<file path="src/overlay_blend_pkg.sv">
package overlay_blend_pkg;

	// --------------------------------------------------------------
	// Register indices and byte addresses
	// --------------------------------------------------------------
	localparam logic [11:0] IDX_BLEND = 12'h0836;
	localparam logic [11:0] IDX_KEY_RED = 12'h0838;
	localparam logic [11:0] IDX_KEY_GREEN = 12'h083A;
	localparam logic [11:0] IDX_KEY_BLUE = 12'h083C;
	localparam logic [11:0] IDX_GAMMA = 12'h083E;
	localparam logic [31:0] ADDR_BLEND = {18'h0, IDX_BLEND, 2'h0};
	localparam logic [31:0] ADDR_KEY_RED = {18'h0, IDX_KEY_RED, 2'h0};
	localparam logic [31:0] ADDR_KEY_GREEN = {18'h0, IDX_KEY_GREEN, 2'h0};
	localparam logic [31:0] ADDR_KEY_BLUE = {18'h0, IDX_KEY_BLUE, 2'h0};
	localparam logic [31:0] ADDR_GAMMA = {18'h0, IDX_GAMMA, 2'h0};

	// --------------------------------------------------------------
	// Implemented bits and reset values
	// --------------------------------------------------------------
	localparam logic [15:0] BLEND_MASK = 16'h77FF;
	localparam logic [15:0] KEY_MASK = 16'h00FF;
	localparam logic [15:0] GAMMA_MASK = 16'h7F3F;
	localparam logic [15:0] BLEND_RST = 16'h0000;
	localparam logic [15:0] KEY_RST = 16'h0000;
	localparam logic [15:0] GAMMA_RST = 16'h0000;

	// --------------------------------------------------------------
	// Field positions
	// --------------------------------------------------------------
	localparam int BIT_SHIFT_EN = 14;
	localparam int BIT_SWAP = 13;
	localparam int BIT_TRANSP_EN = 12;
	localparam int MODE_LSB = 9;
	localparam int BIT_BLEND_EN = 8;
	localparam int CONST_LSB = 0;
	localparam int BIT_MAIN_BYPASS = 14;

	// --------------------------------------------------------------
	// Encodings
	// --------------------------------------------------------------
	localparam logic [1:0] MODE_CONST = 2'h0;
	localparam logic [1:0] MODE_MAP = 2'h1;
	localparam logic [1:0] MODE_BOTH = 2'h2;
	localparam logic [1:0] MODE_RSVD = 2'h3;
	localparam logic [1:0] AW_1BIT = 2'h0;
	localparam logic [1:0] AW_4BIT = 2'h1;
	localparam logic [1:0] AW_8BIT = 2'h2;
	localparam logic [8:0] ALPHA_ONE = 9'h100;

	// --------------------------------------------------------------
	// Carriers
	// --------------------------------------------------------------
	typedef logic [2:0][7:0] rgb_t;

	typedef struct packed {
		rgb_t main_pixel_color;
		rgb_t overlay_pixel_color;
		logic [7:0] map_alpha;
		logic [1:0] alpha_width;
		logic in_overlay;
	} pixel_in_t;

	typedef struct packed {
		rgb_t color;
		logic from_main;
		logic gamma_lut_use;
	} pixel_out_t;

endpackage

</file>
<file path="src/overlay_alpha_key_gamma_ctrl.sv">
`timescale 1ns/1ns
`default_nettype none

module overlay_alpha_key_gamma_ctrl
	import overlay_blend_pkg::*;
(
	input wire logic hclk,
	input wire logic hresetn,
	input wire logic hsel,
	input wire logic [31:0] haddr,
	input wire logic [1:0] htrans,
	input wire logic hwrite,
	input wire logic [2:0] hsize,
	input wire logic [31:0] hwdata,
	input wire logic hready,
	output logic hreadyout,
	output logic hresp,
	output logic [31:0] hrdata,
	input wire logic pix_in_valid,
	input wire pixel_in_t pix_in,
	output logic pix_out_valid,
	output pixel_out_t pix_out,
	output logic main_gamma_bypass
);

	// --------------------------------------------------------------
	// Bus address phase
	// --------------------------------------------------------------
	logic ap_valid;
	logic ap_write;
	logic [31:0] ap_addr;
	logic next_ap_valid;
	logic next_ap_write;
	logic [31:0] next_ap_addr;
	logic take;

	// Zero wait states; every transfer answers OKAY
	assign hreadyout = 1'b1;
	assign hresp = 1'b0;
	assign take = hready && hsel && htrans[1];

	// hsize is not checked: only whole-word transfers are expected
	always_comb begin
		next_ap_valid = ap_valid;
		next_ap_write = ap_write;
		next_ap_addr = ap_addr;
		if (hready) begin
			next_ap_valid = take;
			next_ap_write = hwrite;
			next_ap_addr = haddr;
		end
	end

	always_ff @(posedge hclk or negedge hresetn) begin
		if (!hresetn) begin
			ap_valid <= 1'b0;
			ap_write <= 1'b0;
			ap_addr <= 32'h0000_0000;
		end else begin
			ap_valid <= next_ap_valid;
			ap_write <= next_ap_write;
			ap_addr <= next_ap_addr;
		end
	end

	// --------------------------------------------------------------
	// Write strobes
	// --------------------------------------------------------------
	logic wr_strobe;
	logic wr_blend;
	logic wr_gamma;
	logic wr_key [3];
	logic [15:0] wr_data;

	// Unmapped offsets raise no strobe, so writes there are dropped
	assign wr_strobe = ap_valid && ap_write;
	assign wr_blend = wr_strobe && (ap_addr == ADDR_BLEND);
	assign wr_gamma = wr_strobe && (ap_addr == ADDR_GAMMA);
	assign wr_key[2] = wr_strobe && (ap_addr == ADDR_KEY_RED);
	assign wr_key[1] = wr_strobe && (ap_addr == ADDR_KEY_GREEN);
	assign wr_key[0] = wr_strobe && (ap_addr == ADDR_KEY_BLUE);
	assign wr_data = hwdata[15:0];

	// --------------------------------------------------------------
	// Control registers
	// --------------------------------------------------------------
	logic [15:0] blend_ctrl;
	logic [15:0] gamma_ctrl;
	logic [15:0] next_blend_ctrl;
	logic [15:0] next_gamma_ctrl;

	// Reserved bits are masked on write so they always read zero
	always_comb begin
		next_blend_ctrl = blend_ctrl;
		next_gamma_ctrl = gamma_ctrl;
		if (wr_blend) begin
			next_blend_ctrl = wr_data & BLEND_MASK;
		end
		if (wr_gamma) begin
			next_gamma_ctrl = wr_data & GAMMA_MASK;
		end
	end

	always_ff @(posedge hclk or negedge hresetn) begin
		if (!hresetn) begin
			blend_ctrl <= BLEND_RST;
			gamma_ctrl <= GAMMA_RST;
		end else begin
			blend_ctrl <= next_blend_ctrl;
			gamma_ctrl <= next_gamma_ctrl;
		end
	end

	// --------------------------------------------------------------
	// Key colour registers, one per component
	// --------------------------------------------------------------
	// Index 2 is red, 1 green, 0 blue, as in the pixel carrier
	logic [15:0] key_reg [3];
	logic [15:0] next_key_reg [3];

	for (genvar k = 0; k < 3; k++) begin : g_key
		always_comb begin
			next_key_reg[k] = key_reg[k];
			if (wr_key[k]) begin
				next_key_reg[k] = wr_data & KEY_MASK;
			end
		end

		always_ff @(posedge hclk or negedge hresetn) begin
			if (!hresetn) begin
				key_reg[k] <= KEY_RST;
			end else begin
				key_reg[k] <= next_key_reg[k];
			end
		end
	end

	// --------------------------------------------------------------
	// Read data
	// --------------------------------------------------------------
	logic take_read;
	logic [15:0] rd_word;
	logic [31:0] next_hrdata;

	assign take_read = take && !hwrite;

	// Read from next values so a write just before is seen
	always_comb begin
		rd_word = 16'h0000;
		case (haddr)
			ADDR_BLEND: rd_word = next_blend_ctrl;
			ADDR_KEY_RED: rd_word = next_key_reg[2];
			ADDR_KEY_GREEN: rd_word = next_key_reg[1];
			ADDR_KEY_BLUE: rd_word = next_key_reg[0];
			ADDR_GAMMA: rd_word = next_gamma_ctrl;
			default: rd_word = 16'h0000;
		endcase
		next_hrdata = hrdata;
		// Idle cycles and unmapped reads leave zero on the bus
		if (hready) begin
			next_hrdata = 32'h0000_0000;
			if (take_read) begin
				next_hrdata = {16'h0000, rd_word};
			end
		end
	end

	always_ff @(posedge hclk or negedge hresetn) begin
		if (!hresetn) begin
			hrdata <= 32'h0000_0000;
		end else begin
			hrdata <= next_hrdata;
		end
	end

	// --------------------------------------------------------------
	// Control decode
	// --------------------------------------------------------------
	logic [1:0] mode;
	logic blend_en;
	logic transp_en;
	logic swap_en;
	logic shift_en;
	logic [7:0] const_alpha;
	rgb_t key_color;

	assign mode = blend_ctrl[MODE_LSB +: 2];
	assign blend_en = blend_ctrl[BIT_BLEND_EN];
	assign transp_en = blend_ctrl[BIT_TRANSP_EN];
	assign swap_en = blend_ctrl[BIT_SWAP];
	assign shift_en = blend_ctrl[BIT_SHIFT_EN];
	assign const_alpha = blend_ctrl[CONST_LSB +: 8];
	assign key_color = {key_reg[2][7:0], key_reg[1][7:0], key_reg[0][7:0]};
	assign main_gamma_bypass = gamma_ctrl[BIT_MAIN_BYPASS];

	// --------------------------------------------------------------
	// Key match, one compare per component
	// --------------------------------------------------------------
	logic key_eq [3];

	// Exact compare: narrow keys must already carry zero low bits
	for (genvar c = 0; c < 3; c++) begin : g_match
		always_comb begin
			key_eq[c] = pix_in.overlay_pixel_color[c] == key_color[c];
		end
	end

	// --------------------------------------------------------------
	// Stage 1: alpha and key match
	// --------------------------------------------------------------
	logic s1_valid;
	pixel_in_t s1_pix;
	logic [7:0] s1_alpha;
	logic s1_show_overlay;
	logic s1_blend_on;
	logic s1_swap;
	logic next_s1_valid;
	pixel_in_t next_s1_pix;
	logic [7:0] next_s1_alpha;
	logic next_s1_show_overlay;
	logic next_s1_blend_on;
	logic next_s1_swap;
	logic [7:0] map_alpha;
	logic [7:0] map_alpha_adj;
	logic [15:0] alpha_prod;
	logic key_hit;

	// Map alpha is only meaningful when software has the ARGB format on
	always_comb begin
		unique case (pix_in.alpha_width)
			AW_1BIT: map_alpha = {pix_in.map_alpha[0], 7'h00};
			AW_4BIT: map_alpha = {pix_in.map_alpha[3:0], 4'h0};
			AW_8BIT: map_alpha = pix_in.map_alpha;
			default: map_alpha = pix_in.map_alpha;
		endcase
		map_alpha_adj = map_alpha;
		if (shift_en && (map_alpha != 8'h00)) begin
			map_alpha_adj = {1'b1, map_alpha[7:1]};
		end
		alpha_prod = map_alpha_adj * const_alpha;
		unique case (mode)
			MODE_CONST: next_s1_alpha = const_alpha;
			MODE_MAP: next_s1_alpha = map_alpha_adj;
			MODE_BOTH: next_s1_alpha = alpha_prod[15:8];
			MODE_RSVD: next_s1_alpha = const_alpha;
		endcase
		key_hit = transp_en && key_eq[2] && key_eq[1] && key_eq[0];
		next_s1_show_overlay = pix_in.in_overlay && !key_hit;
		next_s1_blend_on = next_s1_show_overlay && blend_en;
		next_s1_swap = swap_en;
		next_s1_valid = pix_in_valid;
		next_s1_pix = pix_in;
	end

	always_ff @(posedge hclk or negedge hresetn) begin
		if (!hresetn) begin
			s1_valid <= 1'b0;
			s1_pix <= '0;
			s1_alpha <= 8'h00;
			s1_show_overlay <= 1'b0;
			s1_blend_on <= 1'b0;
			s1_swap <= 1'b0;
		end else begin
			s1_valid <= next_s1_valid;
			s1_pix <= next_s1_pix;
			s1_alpha <= next_s1_alpha;
			s1_show_overlay <= next_s1_show_overlay;
			s1_blend_on <= next_s1_blend_on;
			s1_swap <= next_s1_swap;
		end
	end

	// --------------------------------------------------------------
	// Stage 2: per-component blend
	// --------------------------------------------------------------
	rgb_t blended;
	logic [8:0] inv_alpha;

	// Alpha tops out at 255/256, so a full top layer is never reached; swap with zero alpha shows the overlay whole
	assign inv_alpha = ALPHA_ONE - {1'b0, s1_alpha};

	for (genvar c = 0; c < 3; c++) begin : g_chan
		logic [7:0] top;
		logic [7:0] bot;
		logic [17:0] mix;
		always_comb begin
			top = s1_pix.overlay_pixel_color[c];
			bot = s1_pix.main_pixel_color[c];
			if (s1_swap) begin
				top = s1_pix.main_pixel_color[c];
				bot = s1_pix.overlay_pixel_color[c];
			end
			mix = 18'(top) * 18'(s1_alpha) + 18'(bot) * 18'(inv_alpha);
			if (!s1_show_overlay) begin
				blended[c] = s1_pix.main_pixel_color[c];
			end else if (!s1_blend_on) begin
				blended[c] = s1_pix.overlay_pixel_color[c];
			end else begin
				blended[c] = mix[15:8];
			end
		end
	end

	logic next_out_valid;
	pixel_out_t next_out;

	always_comb begin
		next_out_valid = s1_valid;
		next_out.color = blended;
		next_out.from_main = !s1_show_overlay;
		next_out.gamma_lut_use = !s1_show_overlay && !main_gamma_bypass;
	end

	always_ff @(posedge hclk or negedge hresetn) begin
		if (!hresetn) begin
			pix_out_valid <= 1'b0;
			pix_out <= '0;
		end else begin
			pix_out_valid <= next_out_valid;
			pix_out <= next_out;
		end
	end

endmodule // overlay_alpha_key_gamma_ctrl

`default_nettype wire

</file>
<file path="config.mk">
export PLATFORM = sky130hd
export DESIGN_NAME = overlay_alpha_key_gamma_ctrl
export DESIGN_NICKNAME = d
export VERILOG_FILES = /design/src/overlay_blend_pkg.sv /design/src/overlay_alpha_key_gamma_ctrl.sv
export SDC_FILE = /design/constraint.sdc
export NUM_CORES = 1
export LEC_CHECK = 0
export BUFFER_PORTS_ARGS = -buffer_cell sky130_fd_sc_hd__buf_2
export CAP_MARGIN = 40
export CORE_UTILIZATION = 65
export CTS_CLUSTER_SIZE = 8
export DETAILED_ROUTE_END_ITERATION = 16
export PLACE_DENSITY_LB_ADDON = 0.25
export SYNTH_ARGS = -nofsm -noshare
export SYNTH_HDL_FRONTEND = slang
export SYNTH_SLANG_ARGS = --single-unit
</file>
<file path="constraint.sdc">
create_clock -name hclk -period 15 [get_ports hclk]
set_input_delay 1.5 -clock hclk [delete_from_list [all_inputs] [get_ports hclk]]
set_output_delay 1.5 -clock hclk [all_outputs]
set_load 0.01 [all_outputs]
</file>
==> results of run 1 <==
[cell type report]
| class | count | area share (%) |
|---|---|---|
| flip-flops and latches | 217 | 20.33 |
| inverters | 450 | 6.321 |
| clock buffers | 40 | 3.498 |
| multi-input cells | 1691 | 62.73 |
| well taps | 468 | 2.191 |
| repair buffers | 196 | 4.247 |
| clock inverters | 7 | 0.6555 |
| diodes | 3 | 0.02809 |
[cells in the final DEF, fill, tap and decap left out, types with 43 or more instances in the layout]
cell type and n:
xnor2_1 47, nand2_1 240, and2_1 113, ha_1 210
dfrtp_1 216, mux2_2 112, mux2i_1 58, buf_2 155
inv_1 447, nor2b_1 43, nor2_1 172, fa_1 338
[worst register-to-register path: stages, from the launching register on]
cell and delay (ns):
dfrtp_1 0.37, buf_4 0.23, inv_2 0.26, ha_1 0.27, or3b_2 0.55, or3_1 0.40, xor2_1 0.51, nand2_1 0.18
fa_1 0.57, inv_1 0.05, fa_1 0.44, fa_1 0.55, fa_1 0.44, fa_1 0.49, inv_1 0.05, fa_1 0.48
inv_1 0.05, ha_1 0.33, nand3_1 0.11, a31oi_1 0.09, or4_1 0.70, and4_1 0.28, or4_1 0.52, nand3_1 0.11
[stage by stage]
stage / cells / area (sq um) / util, % / hold slack, ns
detailed placement: 3022 / 25610 / 69.77 / 0.3378
global placement: 3015 / 25510 / 69.51 / 0.3437
finish: 3072 / 26720 / 72.82 / 0.3577
CTS: 3069 / 26720 / 72.80 / 0.3581
floorplan: 2453 / 24330 / - / 0.3312
global route: 3069 / 26720 / 72.80 / 0.3693
[power groups by stage]
stage,sequential (mW),clock (mW),combinational (mW)
after floorplan,0.635,0,0.0808
after global placement,0.639,0,0.142
after detailed placement,0.641,0,0.149
after CTS,0.632,0.789,0.151
after global routing,0.634,0.811,0.166
final,0.633,0.777,0.153
[routing by layer]
metal	part of all wire, %	up-vias	track usage (%)
met3	9.5	205	8.238
li1	-	7994	-
met2	47	880	56.07
met5	0.036	-	0
met1	39	9195	45.82
met4	4.6	4	16.71
[cells by family after synthesis]
family / Yosys count / synth area share (%)
flops: 217 / 22.38
fa+ha+maj: 548 / 38.71
xor+xnor: 69 / 2.490
mux: 170 / 7.590
simple gates: 715 / 14.79
other cells: 2 / 0.03095
buf+inv: 545 / 8.843
compound gates: 171 / 5.167
[Yosys cell counts, types with 6 or more instances]
cell type | n | area share [%]
nand4_1 | 17 | 0.44
xor2_1 | 22 | 0.79
clkbuf_1 | 59 | 0.91
dfrtp_1 | 217 | 22
a21o_1 | 16 | 0.50
xnor2_1 | 47 | 1.7
buf_1 | 9 | 0.14
buf_4 | 19 | 0.59
o21a_1 | 6 | 0.19
o22a_1 | 11 | 0.40
or3_1 | 7 | 0.18
a221o_1 | 6 | 0.25
ha_1 | 210 | 11
o22ai_1 | 6 | 0.15
mux2_2 | 112 | 5.2
nor2_1 | 172 | 2.7
and3_1 | 8 | 0.21
nand2_1 | 240 | 3.7
nor2b_1 | 43 | 1.1
a21oi_1 | 34 | 0.70
a222oi_1 | 7 | 0.29
o221ai_1 | 9 | 0.32
fa_1 | 338 | 28
a22oi_1 | 9 | 0.28
and2_1 | 113 | 2.9
nand3_1 | 24 | 0.50
o21ai_0 | 15 | 0.31
inv_1 | 447 | 6.9
a31oi_1 | 11 | 0.28
a22o_1 | 11 | 0.40
nand2b_1 | 25 | 0.64
nor4_1 | 16 | 0.41
nor3_1 | 10 | 0.21
mux2i_1 | 58 | 2.4
[how the worst min path moves through the flow]
| stage | startpoint | end | slack [ns] | cells past startpoint |
|---|---|---|---|---|
| floorplan | next_out_valid | pix_out_valid | 0.33 | 0 |
| global placement | next_out_valid | pix_out_valid | 0.34 | 0 |
| detailed placement | next_out_valid | pix_out_valid | 0.34 | 0 |
| CTS | next_out_valid | pix_out_valid | 0.36 | 0 |
| global route | next_out_valid | pix_out_valid | 0.37 | 0 |
| finish | next_out_valid | pix_out_valid | 0.36 | 0 |
==> results.sh, run 1 <==
export IMPL_outcome="finished, final reports clean"
export IMPL_power_total_mw=1.563
export IMPL_fin_nets=3273
export IMPL_pwr_share_comb_pct=9.8
export IMPL_power_internal_mw=1.161
export IMPL_synthCells=2437
export IMPL_r2r_slack_ns=6.88
export IMPL_top_regs="s1_pix (48), ap_addr (32), pix_out (26)"
export IMPL_grt_use_total_pct=35.22
export IMPL_drt_iter0_markers=1245
export IMPL_drcViolationCount=0
export IMPL_synth_seq_area_share_pct=22.38
export IMPL_hold_path_class="register to register"
export IMPL_post_dp_hpwl_mm=48.45
export IMPL_power_switching_mw=0.4015
export IMPL_power_density_nw_per_um2=58.48
export IMPL_first_pass_iters=5
export IMPL_antenna_found_initial=5
export IMPL_htree_levels=2
export IMPL_multi_input_area_sq_um=16760
export IMPL_cts_hold_buffers_added=0
export IMPL_crit_path_frequent_cell="fa_1"
export IMPL_async_flop_share_pct=100.0
export IMPL_worst_path_buf_inv=5
export IMPL_slowest_stage="or4_1"
export IMPL_port_buffers=156
export IMPL_cts_sinks=217
export IMPL_regMostFlops="s1_pix"
export IMPL_cap_viol_max_count=0
export IMPL_ant_nets=0
export IMPL_cts_root_buf="clkbuf_16"
export IMPL_cts_max_path_buffers=3
export IMPL_initial_core_util_pct=66.12
export IMPL_grt_pass1_vias=19860
export IMPL_period_minus_slack_ns=8.121
export IMPL_wl_mm=63.62
export IMPL_peakVddDrop_uv=87.81
export IMPL_layout_drive_gt1_share_pct=14.76
export IMPL_fp_dieH_microns=195.2
export IMPL_num_rows=70
export IMPL_tightest_slew_ns=0.9227
export IMPL_r2r_start="s1_alpha[1]"
export IMPL_overflow=0
export IMPL_avgRoutedWirePerCell_microns=20.71
export IMPL_startpoint_type="register"
export IMPL_core_area_sq_um=36700
export IMPL_hold_viol_final=0
export IMPL_final_max_slew_viol_count=0
export IMPL_register_area_sq_um=5434
export IMPL_p_seq_share_pct=40.5
export IMPL_synth_ff_type="dfrtp_1"
export IMPL_path_clk_slew_ns=0.05
export IMPL_fin_setup_tns_ns=0
export IMPL_synth_seq_cells=217
export IMPL_end_kind="register"
export IMPL_largest_register_ff_count=48
export IMPL_min_period_over_period_pct=54.14
export IMPL_required_ns=15.48
export IMPL_worstSetupPathDepth=23
export IMPL_cpPeakStageDelay_ns=0.70
export IMPL_cts_buffers=35
export IMPL_dpl_worst_slack_ns=6.994
export IMPL_num_io_pins=196
export IMPL_reg2regPathDepth=23
export IMPL_cts_resized=0
export IMPL_relSlewSlack_pct=36.73
export IMPL_grt_max_degree=89
export IMPL_worstSetupPathType="register to register"
export IMPL_area_delta_synth_final_pct=10.13
export IMPL_synth_edf_count=0
export IMPL_crit_fanout=17
export IMPL_die_w_microns=195.2
export IMPL_cp_top_family="adder cells"
export IMPL_nFillCells=2652
export IMPL_netlist_area_sq_um=24270
export IMPL_yosysWarnings=0
export IMPL_max_freq_ghz=0.1231
export IMPL_swShare_pct=25.69
export IMPL_grt_pass1_wl_mm=103.4
export IMPL_gp_congestion=0.9440
export IMPL_crit_chain="buf_4 -> inv_2 -> ha_1 -> or3b_2 -> or3_1 -> xor2_1 -> nand2_1 -> fa_1 -> inv_1 -> fa_1 -> fa_1 -> fa_1 -> fa_1 -> inv_1 -> fa_1 -> inv_1 -> ha_1 -> nand3_1 -> a31oi_1 -> or4_1 -> and4_1 -> or4_1 -> nand3_1"
export IMPL_crit_end="pix_out[25]"
export IMPL_viasPerCell=5.950
export IMPL_r2r_end="pix_out[25]"
export IMPL_vias=18280
export IMPL_synth_cell_types=73
export IMPL_rsz0062_at_grt="no"
export IMPL_avgSynthCellArea_sq_um=9.957
export IMPL_setup_viol_count_final=0
export IMPL_cts_tree="done"
export IMPL_insertion_delay_ns=0.55
export IMPL_p_clk_share_pct=49.7
export IMPL_clock_skew_ns=0.02415
export IMPL_power_leakage_nw=14.24
export IMPL_worstPathArrival_ns=8.60
export IMPL_critPathLaunch="s1_alpha[1]"
export IMPL_die_area_sq_um=38110
export IMPL_post_cts_setup_buffers=0
export IMPL_setup_slack_ns=6.879
(Power assumes the default switching activity.)
==> inputs of run 2 (changes only) <==
- CORE_UTILIZATION: 65 -> 57
- clock period: 15 -> 6.8 ns (I/O delays scaled with it)
==> run 2 against run 1 <==
Against the previous run:
- sequential share of layout area down 0.74 points
- critical path depth is the same
- sequential power is 120% higher
- power rose by 110%
- via count is essentially flat
- combinational power rose by 130%
- critical path type unchanged
==> results.sh, run 2 (synthesis results as in run 1) <==
export IMPL_outcome="finished, final reports clean"
export IMPL_fin_nets=3353
export IMPL_gp_congestion=0.9337
export IMPL_dpl_worst_slack_ns=-0.05626
export IMPL_grt_pass1_vias=19610
export IMPL_num_rows=75
export IMPL_cts_buffers=34
export IMPL_drt_iter0_markers=1267
export IMPL_final_max_slew_viol_count=0
export IMPL_hold_viol_final=0
export IMPL_area_delta_synth_final_pct=14.34
export IMPL_cts_root_buf="clkbuf_16"
export IMPL_utilization_pct=66.14
export IMPL_drcViolationCount=0
export IMPL_dpl_cell_count=3154
export IMPL_cts_sinks=217
export IMPL_rsz0062_at_grt="yes"
export IMPL_startpoint_type="register"
export IMPL_end_kind="register"
export IMPL_required_ns=7.26
export IMPL_tightest_slew_ns=0.8763
export IMPL_fp_dieH_microns=208.3
export IMPL_nFillCells=3273
export IMPL_path_clk_slew_ns=0.06
export IMPL_peakVddDrop_uv=192.4
export IMPL_hold_ws_ns=0.2072
export IMPL_antenna_found_initial=6
export IMPL_min_period_over_period_pct=99.55
export IMPL_regMostFlops="s1_pix"
export IMPL_die_w_microns=208.3
export IMPL_insertion_delay_ns=0.54
export IMPL_viasPerCell=5.679
export IMPL_cts_tree="done"
export IMPL_num_io_pins=196
export IMPL_ant_nets=0
export IMPL_die_area_sq_um=43400
export IMPL_max_freq_ghz=0.1477
export IMPL_power_leakage_nw=14.61
export IMPL_htree_levels=2
export IMPL_layout_commonest_cell="inv_1"
export IMPL_worstPathArrival_ns=7.23
export IMPL_worstSetupPathType="register to register"
export IMPL_crit_fanout=5
export IMPL_power_density_nw_per_um2=118.2
export IMPL_final_cell_mix="441 x inv_1, 335 x fa_1, 237 x nand2_1, 215 x dfrtp_1, 201 x ha_1"
export IMPL_setup_slack_ns=0.03056
export IMPL_cts_max_path_buffers=3
export IMPL_period_minus_slack_ns=6.769
export IMPL_vias=18270
export IMPL_cap_viol_max_count=0
export IMPL_wl_mm=64.74
export IMPL_setup_viol_count_final=0
export IMPL_overflow=0
export IMPL_relSlewSlack_pct=41.44
export IMPL_initial_core_util_pct=57.85
export IMPL_power_total_mw=3.280
export IMPL_layout_drive_gt1_share_pct=19.42
export IMPL_grt_pass1_wl_mm=103.5
export IMPL_avgRoutedWirePerCell_microns=20.12
export IMPL_largest_register_ff_count=48
export IMPL_grt_max_degree=100
export IMPL_top_regs="s1_pix (48), ap_addr (32), pix_out (26)"
export IMPL_first_pass_iters=6
export IMPL_port_buffers=156
export IMPL_core_area_sq_um=41950
export IMPL_clock_skew_ns=0.04047
export IMPL_instances_no_fill=3217
export IMPL_hold_path_class="input pin to asynchronous set/reset pin"
export IMPL_post_dp_hpwl_mm=50.47
export IMPL_grt_use_total_pct=30.80
==> run 2: cell types whose count changed in the layout (fill, tap and decap cells not counted), moves of 6 or more <==
cell    previous run  this run
buf_4             35       100
buf_6              1        13
ha_1             210       201
nor2_1           172       165
inv_1            447       441
inv_2              1         7
==> run 2: area by class of cell <==
class	count	area (sq um)	area share, %
timing repair buffer	277	1846	6.652
sequential	217	5435	19.59
antenna	1	2.502	0.009019
multi-input combinational	1691	17140	61.77
clock inverter	4	51.30	0.1849
clock buffer	38	897.1	3.233
inverter	450	1702	6.133
tap	539	674.4	2.431
==> run 2: where the power goes <==
group	switching, mW	internal [mW]
clock network	0.579	0.958
logic	0.213	0.135
registers	0.0490	1.35
total	0.841	2.44
==> run 2: worst paths after layout <==
check | startpoint | end | slack (ns) | cells after the start
setup reg to reg | s1_alpha[0] | pix_out[25] | 0.03 | 23
min in group hclk | pix_in[53] | s1_pix[53] | 0.24 | 1
hold reg to reg | next_out_valid | pix_out_valid | 0.35 | 0
hold / removal | hresetn | ap_addr[20] | 0.21 | 1
setup / recovery | s1_alpha[0] | pix_out[25] | 0.03 | 23
max in group asynchronous | hresetn | blend_ctrl[15] | 5.26 | 2
==> run 2: worst max-delay path, cell delays in order (launching register included) <==
cell	delay (ns)
dfrtp_2	0.46
clkinv_8	0.06
ha_4	0.12
or3b_4	0.37
or3_4	0.40
xor2_4	0.23
buf_6	0.15
buf_6	0.10
nand2b_4	0.05
fa_1	0.46
fa_1	0.53
inv_2	0.04
fa_1	0.57
fa_1	0.43
fa_1	0.52
fa_1	0.43
ha_1	0.29
o21a_1	0.13
nand3_2	0.10
a31oi_4	0.05
or4_4	0.51
and4_4	0.20
or4_4	0.42
nand3_2	0.07
==> run 2: through the flow <==
stage | cell area, sq um | setup TNS [ns]
global route | 27740 | -0.8531
detailed placement | 26270 | -0.1169
global placement | 26180 | 0
floorplan | 24440 | 0
CTS | 27250 | 0
finish | 27750 | 0
==> run 2: what timing repair did <==
item / 4_1_cts / 5_1_grt
hold buffers: 0 / 0
setup endpoints to repair: 10 / 20
gates cloned: 0 / 0
resized for setup: 5 / 71
pin swaps: 3 / 46
buffers inserted: 2 / 20
==> run 2: routing by layer <==
metal	routed length, microns	GRT usage (%)	up-vias
met4	2300	11.60	10
met3	5504	6.038	150
met2	30550	50.07	740
met5	58	0	-
li1	-	-	8150
met1	26330	40.93	9218
